**src/rtl/tpg_pkg.sv**
```systemverilog
package tpg_pkg;

   // ==========================================================
   // Register indices; byte address is four times the index.
   localparam logic [9:0] IDX_PAYLOAD_CFG = 10'h123;
   localparam logic [9:0] IDX_PATTERN0 = 10'h124;
   localparam logic [9:0] IDX_PATTERN1 = 10'h125;
   localparam logic [9:0] IDX_PATTERN2 = 10'h126;
   localparam logic [9:0] IDX_MATCH0 = 10'h127;
   localparam logic [9:0] IDX_MATCH1 = 10'h128;
   localparam logic [9:0] IDX_MATCH2 = 10'h129;
   localparam logic [9:0] IDX_FRAME_CHECK = 10'h12a;
   localparam logic [9:0] IDX_TX_LOW = 10'h12b;
   localparam logic [9:0] IDX_TX_HIGH = 10'h12c;
   localparam logic [9:0] IDX_TX_BAD = 10'h12d;
   localparam logic [9:0] IDX_RX_LOW = 10'h12e;
   localparam logic [9:0] IDX_RX_HIGH = 10'h12f;
   localparam logic [9:0] IDX_RX_BAD = 10'h130;
   localparam logic [9:0] IDX_GEN_CTRL = 10'h131;
   localparam logic [9:0] IDX_GEN_STATUS = 10'h132;
   localparam logic [9:0] IDX_INT_STATUS = 10'h133;
   localparam logic [9:0] IDX_INT_MASK = 10'h134;

   // ==========================================================
   // Field positions and values.
   localparam int CTRL_START_BIT = 0;
   localparam int CTRL_STOP_BIT = 1;
   localparam int STAT_BUSY_BIT = 11;
   localparam int STAT_DONE_BIT = 12;
   localparam int CRC_RX_BIT = 1;
   localparam int CRC_TX_BIT = 0;
   localparam int INT_TX_BAD_BIT = 0;
   localparam int INT_RX_BAD_BIT = 1;
   localparam int INT_GEN_DONE_BIT = 2;
   localparam int INT_DA_MATCH_BIT = 3;
   localparam int INT_BITS = 4;
   localparam logic [15:0] REG_RESET = 16'h0000;
   localparam logic [3:0] INT_RESET = 4'h0;
   localparam logic [1:0] MODE_INCR = 2'b00;
   localparam logic [1:0] MODE_FIXED = 2'b01;
   localparam logic [2:0] MAX_VALID_BYTES = 3'h6;
   localparam logic [2:0] COUNT_CONTINUOUS = 3'h7;
   localparam logic [7:0] PRBS_SEED = 8'hff;
   localparam logic [7:0] PRBS_TAPS = 8'hb8;
   localparam logic [7:0] GEN_FRAME_BYTES = 8'h40;
   localparam logic [1:0] SEQ_IDLE = 2'h0;

   // ==========================================================
   // Carriers.
   typedef struct packed {
      logic [7:0] fixedByte;
      logic [1:0] mode;
      logic [2:0] validBytes;
      logic [2:0] countCode;
   } tpg_cfg_t;

   typedef struct packed {
      logic done;
      logic bad;
   } tpg_frame_evt_t;

endpackage : tpg_pkg

```
**src/rtl/tpg_test_packet_gen.sv**
```systemverilog
// Functional notes
// RL1: Fixed-data mode fills payload with the programmed 8-bit byte.
// RL2: Mode 00 incrementing, 01 fixed byte, upper bit set pseudo-random.
// RL3: Valid pattern bytes per packet set by 3-bit field, at most six.
// RL4: Count code sends 1 to 1000000 packets; code 111 runs continuously.
// RL5: 48-bit generator pattern held in three writable 16-bit words.
// RL6: 48-bit match value in three words compared to destination address.
// RL7: Read-only bit shows CRC error on a received packet.
// RL8: Read-only bit shows CRC error on a transmitted packet.
// RL9: Transmitted packets counted in 32 bits, read as low and high words.
// RL10: Transmitted packets with CRC error counted in 16 bits.
// RL11: Reading the three transmit words in sequence clears them.
// RL12: Received packets counted in 32 bits, read as low and high words.
// RL13: Received packets with CRC error counted in 16 bits.
// RL14: Reading the three receive words in sequence clears them.
// RL15: Busy bit high while the generator runs.
// RL16: Done bit set once all requested packets are sent.
// RL17: Sequence needs ascending reads with no other access between.
// RL18: Sequence reads return words captured at the first read.
`timescale 1ns/1ps
module tpg_test_packet_gen
   import tpg_pkg::*;
(
   input wire logic mclk,
   input wire logic resetn,
   input wire logic psel,
   input wire logic penable,
   input wire logic pwrite,
   input wire logic [11:0] paddr,
   input wire logic [31:0] pwdata,
   output logic [31:0] prdata,
   output logic pready,
   output logic pslverr,
   output logic [7:0] genData,
   output logic genValid,
   output logic genLast,
   input wire logic genReady,
   input wire tpg_frame_evt_t txFrame,
   input wire tpg_frame_evt_t rxFrame,
   input wire logic [47:0] rxDestAddr,
   output logic daMatch,
   output logic irq
);

   // ==========================================================
   // Configuration and status storage.
   tpg_cfg_t cfg_reg;
   logic [47:0] pattern_reg;
   logic [47:0] match_reg;
   logic [1:0] crcFlags_reg;
   logic [31:0] txCount_reg;
   logic [15:0] txBad_reg;
   logic [31:0] rxCount_reg;
   logic [15:0] rxBad_reg;
   logic [47:0] txSnap_reg;
   logic [47:0] rxSnap_reg;
   logic [1:0] txSeq_reg;
   logic [1:0] rxSeq_reg;
   logic [INT_BITS-1:0] intStatus_reg;
   logic [INT_BITS-1:0] intMask_reg;
   logic done_reg;
   logic stopPending_reg;

   typedef enum logic [1:0] {
      TPG_IDLE = 2'b01,
      TPG_SEND = 2'b10
   } tpg_state_t;
   tpg_state_t state_reg;
   logic [7:0] byteIdx_reg;
   logic [19:0] sentCount_reg;

   logic [9:0] idx;
   logic setupPhase;
   logic accessDone;
   logic wrDone;
   logic rdDone;
   logic mapped;
   logic [15:0] rdValue;
   logic startPulse;
   logic stopPulse;
   logic beatTaken;
   logic frameEnd;
   logic lastFrame;
   logic [7:0] payloadByte;
   logic [INT_BITS-1:0] intEvents;
   logic [2:0] validClamped;
   logic txClear;
   logic rxClear;
   logic runEnd;

   // ==========================================================
   // Helpers.
   function automatic logic [19:0] frame_total(input logic [2:0] code);
      case (code)
         3'h0: frame_total = 20'd1;
         3'h1: frame_total = 20'd10;
         3'h2: frame_total = 20'd100;
         3'h3: frame_total = 20'd1000;
         3'h4: frame_total = 20'd10000;
         3'h5: frame_total = 20'd100000;
         default: frame_total = 20'd1000000;
      endcase
   endfunction : frame_total

   function automatic logic is_mapped(input logic [9:0] i);
      is_mapped = (i >= IDX_PAYLOAD_CFG) && (i <= IDX_INT_MASK);
   endfunction : is_mapped

   // Advances a three-word read sequence that starts at base.
   function automatic logic [1:0] seq_step(input logic [1:0] seq, input logic [9:0] i,
                                           input logic [9:0] base);
      if (i == base + {8'h00, seq} && seq != 2'h2)
         seq_step = seq + 2'h1;
      else if (i == base)
         seq_step = 2'h1;
      else
         seq_step = SEQ_IDLE;
   endfunction : seq_step

   // ==========================================================
   // APB decode.
   assign idx = paddr[11:2];
   assign setupPhase = psel && !penable;
   assign accessDone = psel && penable;
   assign mapped = is_mapped(idx) && (paddr[1:0] == 2'b00);
   assign wrDone = accessDone && pwrite && mapped;
   assign rdDone = accessDone && !pwrite && mapped;
   // Zero wait state: answer is prepared in the setup cycle.
   assign pready = 1'b1;
   // A start while busy is ignored, so the payload source is never restarted mid-frame.
   assign startPulse = wrDone && (idx == IDX_GEN_CTRL) && pwdata[CTRL_START_BIT] &&
                       (state_reg == TPG_IDLE);
   assign stopPulse = wrDone && (idx == IDX_GEN_CTRL) && pwdata[CTRL_STOP_BIT];

   always_comb
   begin
      rdValue = REG_RESET;
      case (idx)
         IDX_PAYLOAD_CFG: rdValue = cfg_reg;
         IDX_PATTERN0: rdValue = pattern_reg[15:0];
         IDX_PATTERN1: rdValue = pattern_reg[31:16];
         IDX_PATTERN2: rdValue = pattern_reg[47:32];
         IDX_MATCH0: rdValue = match_reg[15:0];
         IDX_MATCH1: rdValue = match_reg[31:16];
         IDX_MATCH2: rdValue = match_reg[47:32];
         IDX_FRAME_CHECK: rdValue = {14'h0000, crcFlags_reg};
         // RL18 snapshot words
         IDX_TX_LOW: rdValue = txCount_reg[15:0];
         IDX_TX_HIGH: rdValue = (txSeq_reg == 2'h1) ? txSnap_reg[31:16] : txCount_reg[31:16];
         IDX_TX_BAD: rdValue = (txSeq_reg == 2'h2) ? txSnap_reg[47:32] : txBad_reg;
         IDX_RX_LOW: rdValue = rxCount_reg[15:0];
         IDX_RX_HIGH: rdValue = (rxSeq_reg == 2'h1) ? rxSnap_reg[31:16] : rxCount_reg[31:16];
         IDX_RX_BAD: rdValue = (rxSeq_reg == 2'h2) ? rxSnap_reg[47:32] : rxBad_reg;
         IDX_GEN_STATUS:
         begin
            // RL15 busy bit
            rdValue[STAT_BUSY_BIT] = (state_reg == TPG_SEND);
            rdValue[STAT_DONE_BIT] = done_reg;
         end
         IDX_INT_STATUS: rdValue = {12'h000, intStatus_reg};
         IDX_INT_MASK: rdValue = {12'h000, intMask_reg};
         default: rdValue = REG_RESET;
      endcase
   end

   always_ff @(posedge mclk)
   begin
      if (!resetn)
      begin
         prdata <= 32'h00000000;
         pslverr <= 1'b0;
      end
      else if (setupPhase)
      begin
         prdata <= {16'h0000, rdValue};
         pslverr <= !(is_mapped(paddr[11:2]) && (paddr[1:0] == 2'b00));
      end
   end

   // ==========================================================
   // Writable configuration.
   always_ff @(posedge mclk)
   begin
      if (!resetn)
      begin
         cfg_reg <= REG_RESET;
         pattern_reg <= {3{REG_RESET}};
         match_reg <= {3{REG_RESET}};
         intMask_reg <= INT_RESET;
      end
      else if (wrDone)
      begin
         case (idx)
            IDX_PAYLOAD_CFG: cfg_reg <= pwdata[15:0];
            // RL5 pattern words
            IDX_PATTERN0: pattern_reg[15:0] <= pwdata[15:0];
            IDX_PATTERN1: pattern_reg[31:16] <= pwdata[15:0];
            IDX_PATTERN2: pattern_reg[47:32] <= pwdata[15:0];
            // RL6 match words
            IDX_MATCH0: match_reg[15:0] <= pwdata[15:0];
            IDX_MATCH1: match_reg[31:16] <= pwdata[15:0];
            IDX_MATCH2: match_reg[47:32] <= pwdata[15:0];
            IDX_INT_MASK: intMask_reg <= pwdata[INT_BITS-1:0];
            default: ;
         endcase
      end
   end

   // RL6 address compare
   assign daMatch = (rxDestAddr == match_reg);

   // ==========================================================
   // CRC status follows the latest packet on each side.
   always_ff @(posedge mclk)
   begin
      if (!resetn)
         crcFlags_reg <= 2'b00;
      else
      begin
         // RL7 receive CRC flag
         if (rxFrame.done)
            crcFlags_reg[CRC_RX_BIT] <= rxFrame.bad;
         // RL8 transmit CRC flag
         if (txFrame.done)
            crcFlags_reg[CRC_TX_BIT] <= txFrame.bad;
      end
   end

   // ==========================================================
   // Read sequences and clear-on-sequence counters.
   // RL17 sequence tracking
   always_ff @(posedge mclk)
   begin
      if (!resetn)
      begin
         txSeq_reg <= SEQ_IDLE;
         rxSeq_reg <= SEQ_IDLE;
      end
      else if (accessDone)
      begin
         txSeq_reg <= pwrite ? SEQ_IDLE : seq_step(txSeq_reg, idx, IDX_TX_LOW);
         rxSeq_reg <= pwrite ? SEQ_IDLE : seq_step(rxSeq_reg, idx, IDX_RX_LOW);
      end
   end

   // RL11 transmit clear
   assign txClear = rdDone && (idx == IDX_TX_BAD) && (txSeq_reg == 2'h2);
   // RL14 receive clear
   assign rxClear = rdDone && (idx == IDX_RX_BAD) && (rxSeq_reg == 2'h2);

   always_ff @(posedge mclk)
   begin
      if (!resetn)
      begin
         txSnap_reg <= 48'h000000000000;
         rxSnap_reg <= 48'h000000000000;
      end
      else
      begin
         // RL18 capture at first read
         // Taken on the edge that loads the low word, so a carry cannot split the halves.
         if (setupPhase && !pwrite && mapped && idx == IDX_TX_LOW)
            txSnap_reg <= {txBad_reg, txCount_reg};
         if (setupPhase && !pwrite && mapped && idx == IDX_RX_LOW)
            rxSnap_reg <= {rxBad_reg, rxCount_reg};
      end
   end

   // A packet that ends in the clearing cycle is kept as the first new count.
   always_ff @(posedge mclk)
   begin
      if (!resetn)
      begin
         txCount_reg <= 32'h00000000;
         txBad_reg <= 16'h0000;
      end
      else if (txClear)
      begin
         txCount_reg <= {31'h00000000, txFrame.done};
         txBad_reg <= {15'h0000, txFrame.done && txFrame.bad};
      end
      else if (txFrame.done)
      begin
         // RL9 transmit count
         txCount_reg <= txCount_reg + 32'h00000001;
         // RL10 transmit error count
         if (txFrame.bad)
            txBad_reg <= txBad_reg + 16'h0001;
      end
   end

   always_ff @(posedge mclk)
   begin
      if (!resetn)
      begin
         rxCount_reg <= 32'h00000000;
         rxBad_reg <= 16'h0000;
      end
      else if (rxClear)
      begin
         rxCount_reg <= {31'h00000000, rxFrame.done};
         rxBad_reg <= {15'h0000, rxFrame.done && rxFrame.bad};
      end
      else if (rxFrame.done)
      begin
         // RL12 receive count
         rxCount_reg <= rxCount_reg + 32'h00000001;
         // RL13 receive error count
         if (rxFrame.bad)
            rxBad_reg <= rxBad_reg + 16'h0001;
      end
   end

   // ==========================================================
   // Packet generator.
   // RL3 clamp to six
   assign validClamped = (cfg_reg.validBytes > MAX_VALID_BYTES) ? MAX_VALID_BYTES :
                         cfg_reg.validBytes;
   assign beatTaken = genValid && genReady;
   assign frameEnd = beatTaken && genLast;
   // RL4 packet total
   assign lastFrame = (cfg_reg.countCode != COUNT_CONTINUOUS) &&
                      (sentCount_reg + 20'd1 == frame_total(cfg_reg.countCode));
   // A stopped run ends after the frame in flight and reports done like a counted one.
   assign runEnd = frameEnd && (lastFrame || stopPending_reg || stopPulse);

   // The stop write is a single pulse, so it is held until the frame in flight ends.
   always_ff @(posedge mclk)
   begin
      if (!resetn || state_reg != TPG_SEND)
         stopPending_reg <= 1'b0;
      else if (stopPulse)
         stopPending_reg <= 1'b1;
   end

   always_ff @(posedge mclk)
   begin
      if (!resetn)
      begin
         state_reg <= TPG_IDLE;
         byteIdx_reg <= 8'h00;
         sentCount_reg <= 20'd0;
      end
      else
      begin
         case (state_reg)
            TPG_IDLE:
               if (startPulse)
               begin
                  state_reg <= TPG_SEND;
                  byteIdx_reg <= 8'h00;
                  sentCount_reg <= 20'd0;
               end
            TPG_SEND:
               // Stop only between packets so no frame is cut short.
               if (frameEnd)
               begin
                  byteIdx_reg <= 8'h00;
                  sentCount_reg <= sentCount_reg + 20'd1;
                  if (runEnd)
                     state_reg <= TPG_IDLE;
               end
               else if (beatTaken)
                  byteIdx_reg <= byteIdx_reg + 8'h01;
            default: state_reg <= TPG_IDLE;
         endcase
      end
   end

   // RL16 done flag
   always_ff @(posedge mclk)
   begin
      if (!resetn || startPulse)
         done_reg <= 1'b0;
      else if (state_reg == TPG_SEND && runEnd)
         done_reg <= 1'b1;
   end

   tpg_payload_src u_payload
   (
      .mclk(mclk),
      .resetn(resetn),
      .mode(cfg_reg.mode),
      .fixedByte(cfg_reg.fixedByte),
      .restart(startPulse),
      .advance(beatTaken && (byteIdx_reg >= {5'h00, validClamped})),
      .payloadByte(payloadByte)
   );

   // RL3 pattern bytes first
   always_comb
   begin
      genData = payloadByte;
      if (byteIdx_reg < {5'h00, validClamped})
         genData = pattern_reg[byteIdx_reg[2:0]*8 +: 8];
   end
   assign genValid = (state_reg == TPG_SEND);
   assign genLast = genValid && (byteIdx_reg == GEN_FRAME_BYTES - 8'h01);

   // ==========================================================
   // Interrupts: new events win over a write-one clear.
   assign intEvents = {rxFrame.done && daMatch,
                       state_reg == TPG_SEND && runEnd,
                       rxFrame.done && rxFrame.bad,
                       txFrame.done && txFrame.bad};

   always_ff @(posedge mclk)
   begin
      if (!resetn)
         intStatus_reg <= INT_RESET;
      else if (wrDone && idx == IDX_INT_STATUS)
         intStatus_reg <= (intStatus_reg & ~pwdata[INT_BITS-1:0]) | intEvents;
      else
         intStatus_reg <= intStatus_reg | intEvents;
   end

   assign irq = |(intStatus_reg & intMask_reg);

endmodule : tpg_test_packet_gen

```
**src/rtl/tpg_payload_src.sv**
```systemverilog
`timescale 1ns/1ps
module tpg_payload_src
   import tpg_pkg::*;
(
   input wire logic mclk,
   input wire logic resetn,
   input wire logic [1:0] mode,
   input wire logic [7:0] fixedByte,
   input wire logic restart,
   input wire logic advance,
   output logic [7:0] payloadByte
);

   logic [7:0] incrReg;
   logic [7:0] lfsrReg;
   logic [7:0] lfsrNext;
   logic [7:0] incrNext;

   always_comb
   begin
      lfsrNext = lfsrReg[0] ? ((lfsrReg >> 1) ^ PRBS_TAPS) : (lfsrReg >> 1);
      incrNext = incrReg + 8'h01;
   end

   always_ff @(posedge mclk)
   begin
      if (!resetn || restart)
      begin
         incrReg <= 8'h00;
         lfsrReg <= PRBS_SEED;
      end
      else if (advance)
      begin
         incrReg <= incrNext;
         lfsrReg <= lfsrNext;
      end
   end

   // RL2 mode select
   always_ff @(posedge mclk)
   begin
      if (!resetn)
         payloadByte <= 8'h00;
      else if (mode == MODE_INCR)
         payloadByte <= (restart ? 8'h00 : (advance ? incrNext : incrReg));
      else if (mode == MODE_FIXED)
         // RL1 fixed byte
         payloadByte <= fixedByte;
      else
         payloadByte <= (restart ? PRBS_SEED : (advance ? lfsrNext : lfsrReg));
   end

endmodule : tpg_payload_src

```
**config.mk**
```make
export PLATFORM = sky130hd
export DESIGN_NAME = tpg_test_packet_gen
export DESIGN_NICKNAME = d
export VERILOG_FILES = /design/src/rtl/tpg_pkg.sv /design/src/rtl/tpg_test_packet_gen.sv /design/src/rtl/tpg_payload_src.sv
export SDC_FILE = /design/constraint.sdc
export NUM_CORES = 1
export LEC_CHECK = 0
export ABC_AREA = 1
export BUFFER_PORTS_ARGS = -buffer_cell sky130_fd_sc_hd__buf_2
export CORE_ASPECT_RATIO = 1.4
export CORE_UTILIZATION = 25
export CTS_CLUSTER_DIAMETER = 80
export CTS_CLUSTER_SIZE = 12
export DETAILED_ROUTE_END_ITERATION = 8
export GPL_TIMING_DRIVEN = 0
export PLACE_DENSITY_LB_ADDON = 0.25
export SLEW_MARGIN = 20
export SYNTH_ARGS = -nofsm -noshare
export SYNTH_HDL_FRONTEND = slang
export SYNTH_SLANG_ARGS = --single-unit
```
**constraint.sdc**
```tcl
create_clock -name mclk -period 3.5 [get_ports mclk]
set_input_delay 0.35 -clock mclk [delete_from_list [all_inputs] [get_ports mclk]]
set_output_delay 0.35 -clock mclk [all_outputs]
set_load 0.01 [all_outputs]
```
==> run summary <==
Status: finished with violations
Failing checks: DRC
Crit path max-delay family: buffers and inverters
Final GP Congestion: 0.9573
WP data arrival: 2840 ps
Startpoint Class: flip-flop
Hold Crit Class: in2reg
Final ANT Viol Nets: 0
Sink Count: 359
DIE WIDTH: 233.9 um
Vias in the first global route: 18210
Core area: 74260 um^2
CP max-delay cell: dfxtp_1
Fraction of registers with async set/reset: 0
CTS tree: built
Antenna violations before repair: 3
Crit end category: primary output
Drt pass-1 iters: 9
Reg2Reg Depth: 16
Crit Path Class: reg2out
Primary FF master, synth: dfxtp_1
# IOs: 148
Input/output buffers: 112
Fin crit period: 3187 ps
Most frequent cells in the layout: 446 x nand2_1, 359 x dfxtp_1, 332 x inv_1
Gr usage total: 0.2074
CP startpoint: byteIdx_reg[0]$_SDFFE_PN0P_
Design area: 21690 um^2
Finished Layout Cells: 3836
R2R Path Start: byteIdx_reg[0]$_SDFFE_PN0P_
Final Max Slew Viols: 0
Maxcap violations: 0
Peak Freq: 313.8 MHz
P_leak: 8.064 nW
GRT Residual Overflow: 0
Setup violators final: 0
Share of the synthesized area in the top cell type: 0.3818
Crit Path Max Fanout: 10
Clock slew at reported path FFs: 70 ps
Crit-path max cell delay: 490 ps
1st-iter DRT viols: 1548
CTS Buf Count: 36
Critical Path Sink: genData[5]
Vias: 18937
DRC violations left: 7
EDFF count, synth: 0
Nets: 2986
CTS H-tree lvls: 2
Clock root buffer: clkbuf_16
FF-to-FF setup slack: 340 ps
Post-DP Area: 20640 um^2
P&R area growth vs syn: 15.26%
Placed Cells: 3787
Max_slew headroom: 0.2521
Dpl hpwl: 62620 um
Synth Register Bits: 359
Cell taking the most area after synthesis: dfxtp_1
Yosys cell types: 53
Area of the multi-input gates: 9721 um^2
WL per Instance: 20.86 um
Reg-to-Reg End: u_payload.payloadByte[4]$_SDFF_PN0_
Tcrit/Tclk final: 0.9105
Crit-path cells: clkinvlp_4 -> clkbuf_2 -> ha_1 -> inv_1 -> a21oi_1 -> o21ai_0 -> nor3_2 -> clkbuf_2 -> o21ai_0 -> o21ai_0 -> buf_2
Largest net degree at the start of global routing: 14
CP Buf/Inv Count: 5
Routed WL: 80030 um
Instance count on the critical path: 11
Synth top area cells: dfxtp_1 38%, nand2_1 8.9%, inv_1 6.6%
Clock Path Buffers: 3
Register Area: 7187 um^2
Data required, critical path: 3150 ps
Die area: 76410 um^2
Hold WS: 88.67 ps
Share of cells above drive strength 1: 0.09635
CTS Hold Bufs: 0
Initial Util: 0.2535
Synthesized area: 18820 um^2
Fill count: 8210
RSZ-0062 raised after global routing: false
Final Util: 0.2921
Final Hold Viols: 0
Commonest non-fill, non-tap cell in the layout: nand2_1
Most numerous cell on the critical path: o21ai_0
Cell Pwr Density: 378.9 nW/um^2
Die H: 326.7 um
Worst-skew pair later-pin latency: 580 ps
Least-Margin Pin Slew: 1122 ps
Avg Cell Area, Syn: 6.972 um^2
Peak VDD IR: 0.2309 mV
Vias per inst: 4.937
Num rows: 118
Warnings, synthesis: 0
First-pass GRT wire length: 117000 um
Synthesized instance count: 2700
Layout Skew: 25.86 ps
Setup TNS: 0 ps
Sequential area share after synthesis: 0.3818
cells in the mapped netlist (all sizes together), types with 24 or more instances:
master / count
xor2: 70
nand4: 63
o22ai: 33
buf: 67
xnor2: 45
nand3: 112
a211oi: 94
inv: 342
o21ai: 270
nand2: 451
clkbuf: 64
nor2: 327
o211ai: 24
a21oi: 214
dfxtp: 359
nor3: 56
worst min path at each step:
stage,startpoint,endpoint,slack [ps],cells after the start
3_3_place_gp,txSnap_reg[25]$_SDFFE_PN0P_,txSnap_reg[25]$_SDFFE_PN0P_,440,2
3_5_place_dp,rxSnap_reg[24]$_SDFFE_PN0P_,rxSnap_reg[24]$_SDFFE_PN0P_,450,2
5_1_grt,txFrame[1],txCount_reg[3]$_SDFFE_PP0P_,100,2
6_report,rxFrame[0],rxBad_reg[1]$_SDFFE_PP0P_,90,3
2_1_floorplan,rxSnap_reg[26]$_SDFFE_PN0P_,rxSnap_reg[26]$_SDFFE_PN0P_,430,2
4_1_cts,rxFrame[0],rxBad_reg[1]$_SDFFE_PP0P_,70,3
power breakdown:
| part | switching (W) | internal (W) | leakage (nW) |
|---|---|---|---|
| registers | 0.0000112 | 0.00410 | 2.89 |
| logic | 0.000292 | 0.000104 | 4.67 |
| clock network | 0.00174 | 0.00198 | 0.496 |
logic make-up after synthesis:
| kind of cell | count (synthesis) | share of synthesized area |
|---|---|---|
| AND/OR/NAND/NOR | 1059 | 0.2446 |
| AO/OA/AOI/OAI | 666 | 0.2044 |
| buffers and inverters | 483 | 0.1048 |
| flip-flops | 359 | 0.3818 |
| XOR/XNOR | 115 | 0.05351 |
| adder cells (fa/ha/maj) | 15 | 0.009971 |
| other | 2 | 0.0003990 |
| multiplexers | 1 | 0.0005318 |
area by class of cell:
class,count,area share
clock inverters,2,0.001153
flip-flops and latches,359,0.3313
inverters,352,0.06108
plain buffers,130,0.02993
multi-input cells,1873,0.4481
clock buffers,42,0.04545
diodes,1,0.0001153
well taps,960,0.05537
repair buffers,117,0.02757
metrics by stage:
stage	total power, W	setup WS (ps)
floorplan	0.004388	813.7
global placement	0.004591	-194.0
detailed placement	0.004592	-207.5
CTS	0.008298	112.6
global route	0.008464	57.20
finish	0.008219	313.4
worst reg2reg max path, delay by kind of cell, from the launching register on:
family,cells,cell delay (ps)
buffers and inverters,6,1060
AOI/OAI and AO/OA,5,880
DFF,1,490
and+or+nand+nor,4,350
adders and majority gates,1,230
metal layers:
| layer | GRT usage | share of wire | vias up |
|---|---|---|---|
| met4 | 0.1357 | 0.073 | 4 |
| met5 | 0 | 0.00034 | - |
| li1 | - | - | 9293 |
| met1 | 0.2328 | 0.39 | 8833 |
| met3 | 0.02645 | 0.046 | 218 |
| met2 | 0.3640 | 0.49 | 589 |
timing repair:
action,4_1_cts,5_1_grt
setup buffers,1,4
setup endpoints to repair,16,6
pin swaps,1,0
gates resized for setup,2,1
Power figures use the tool's default switching activity.
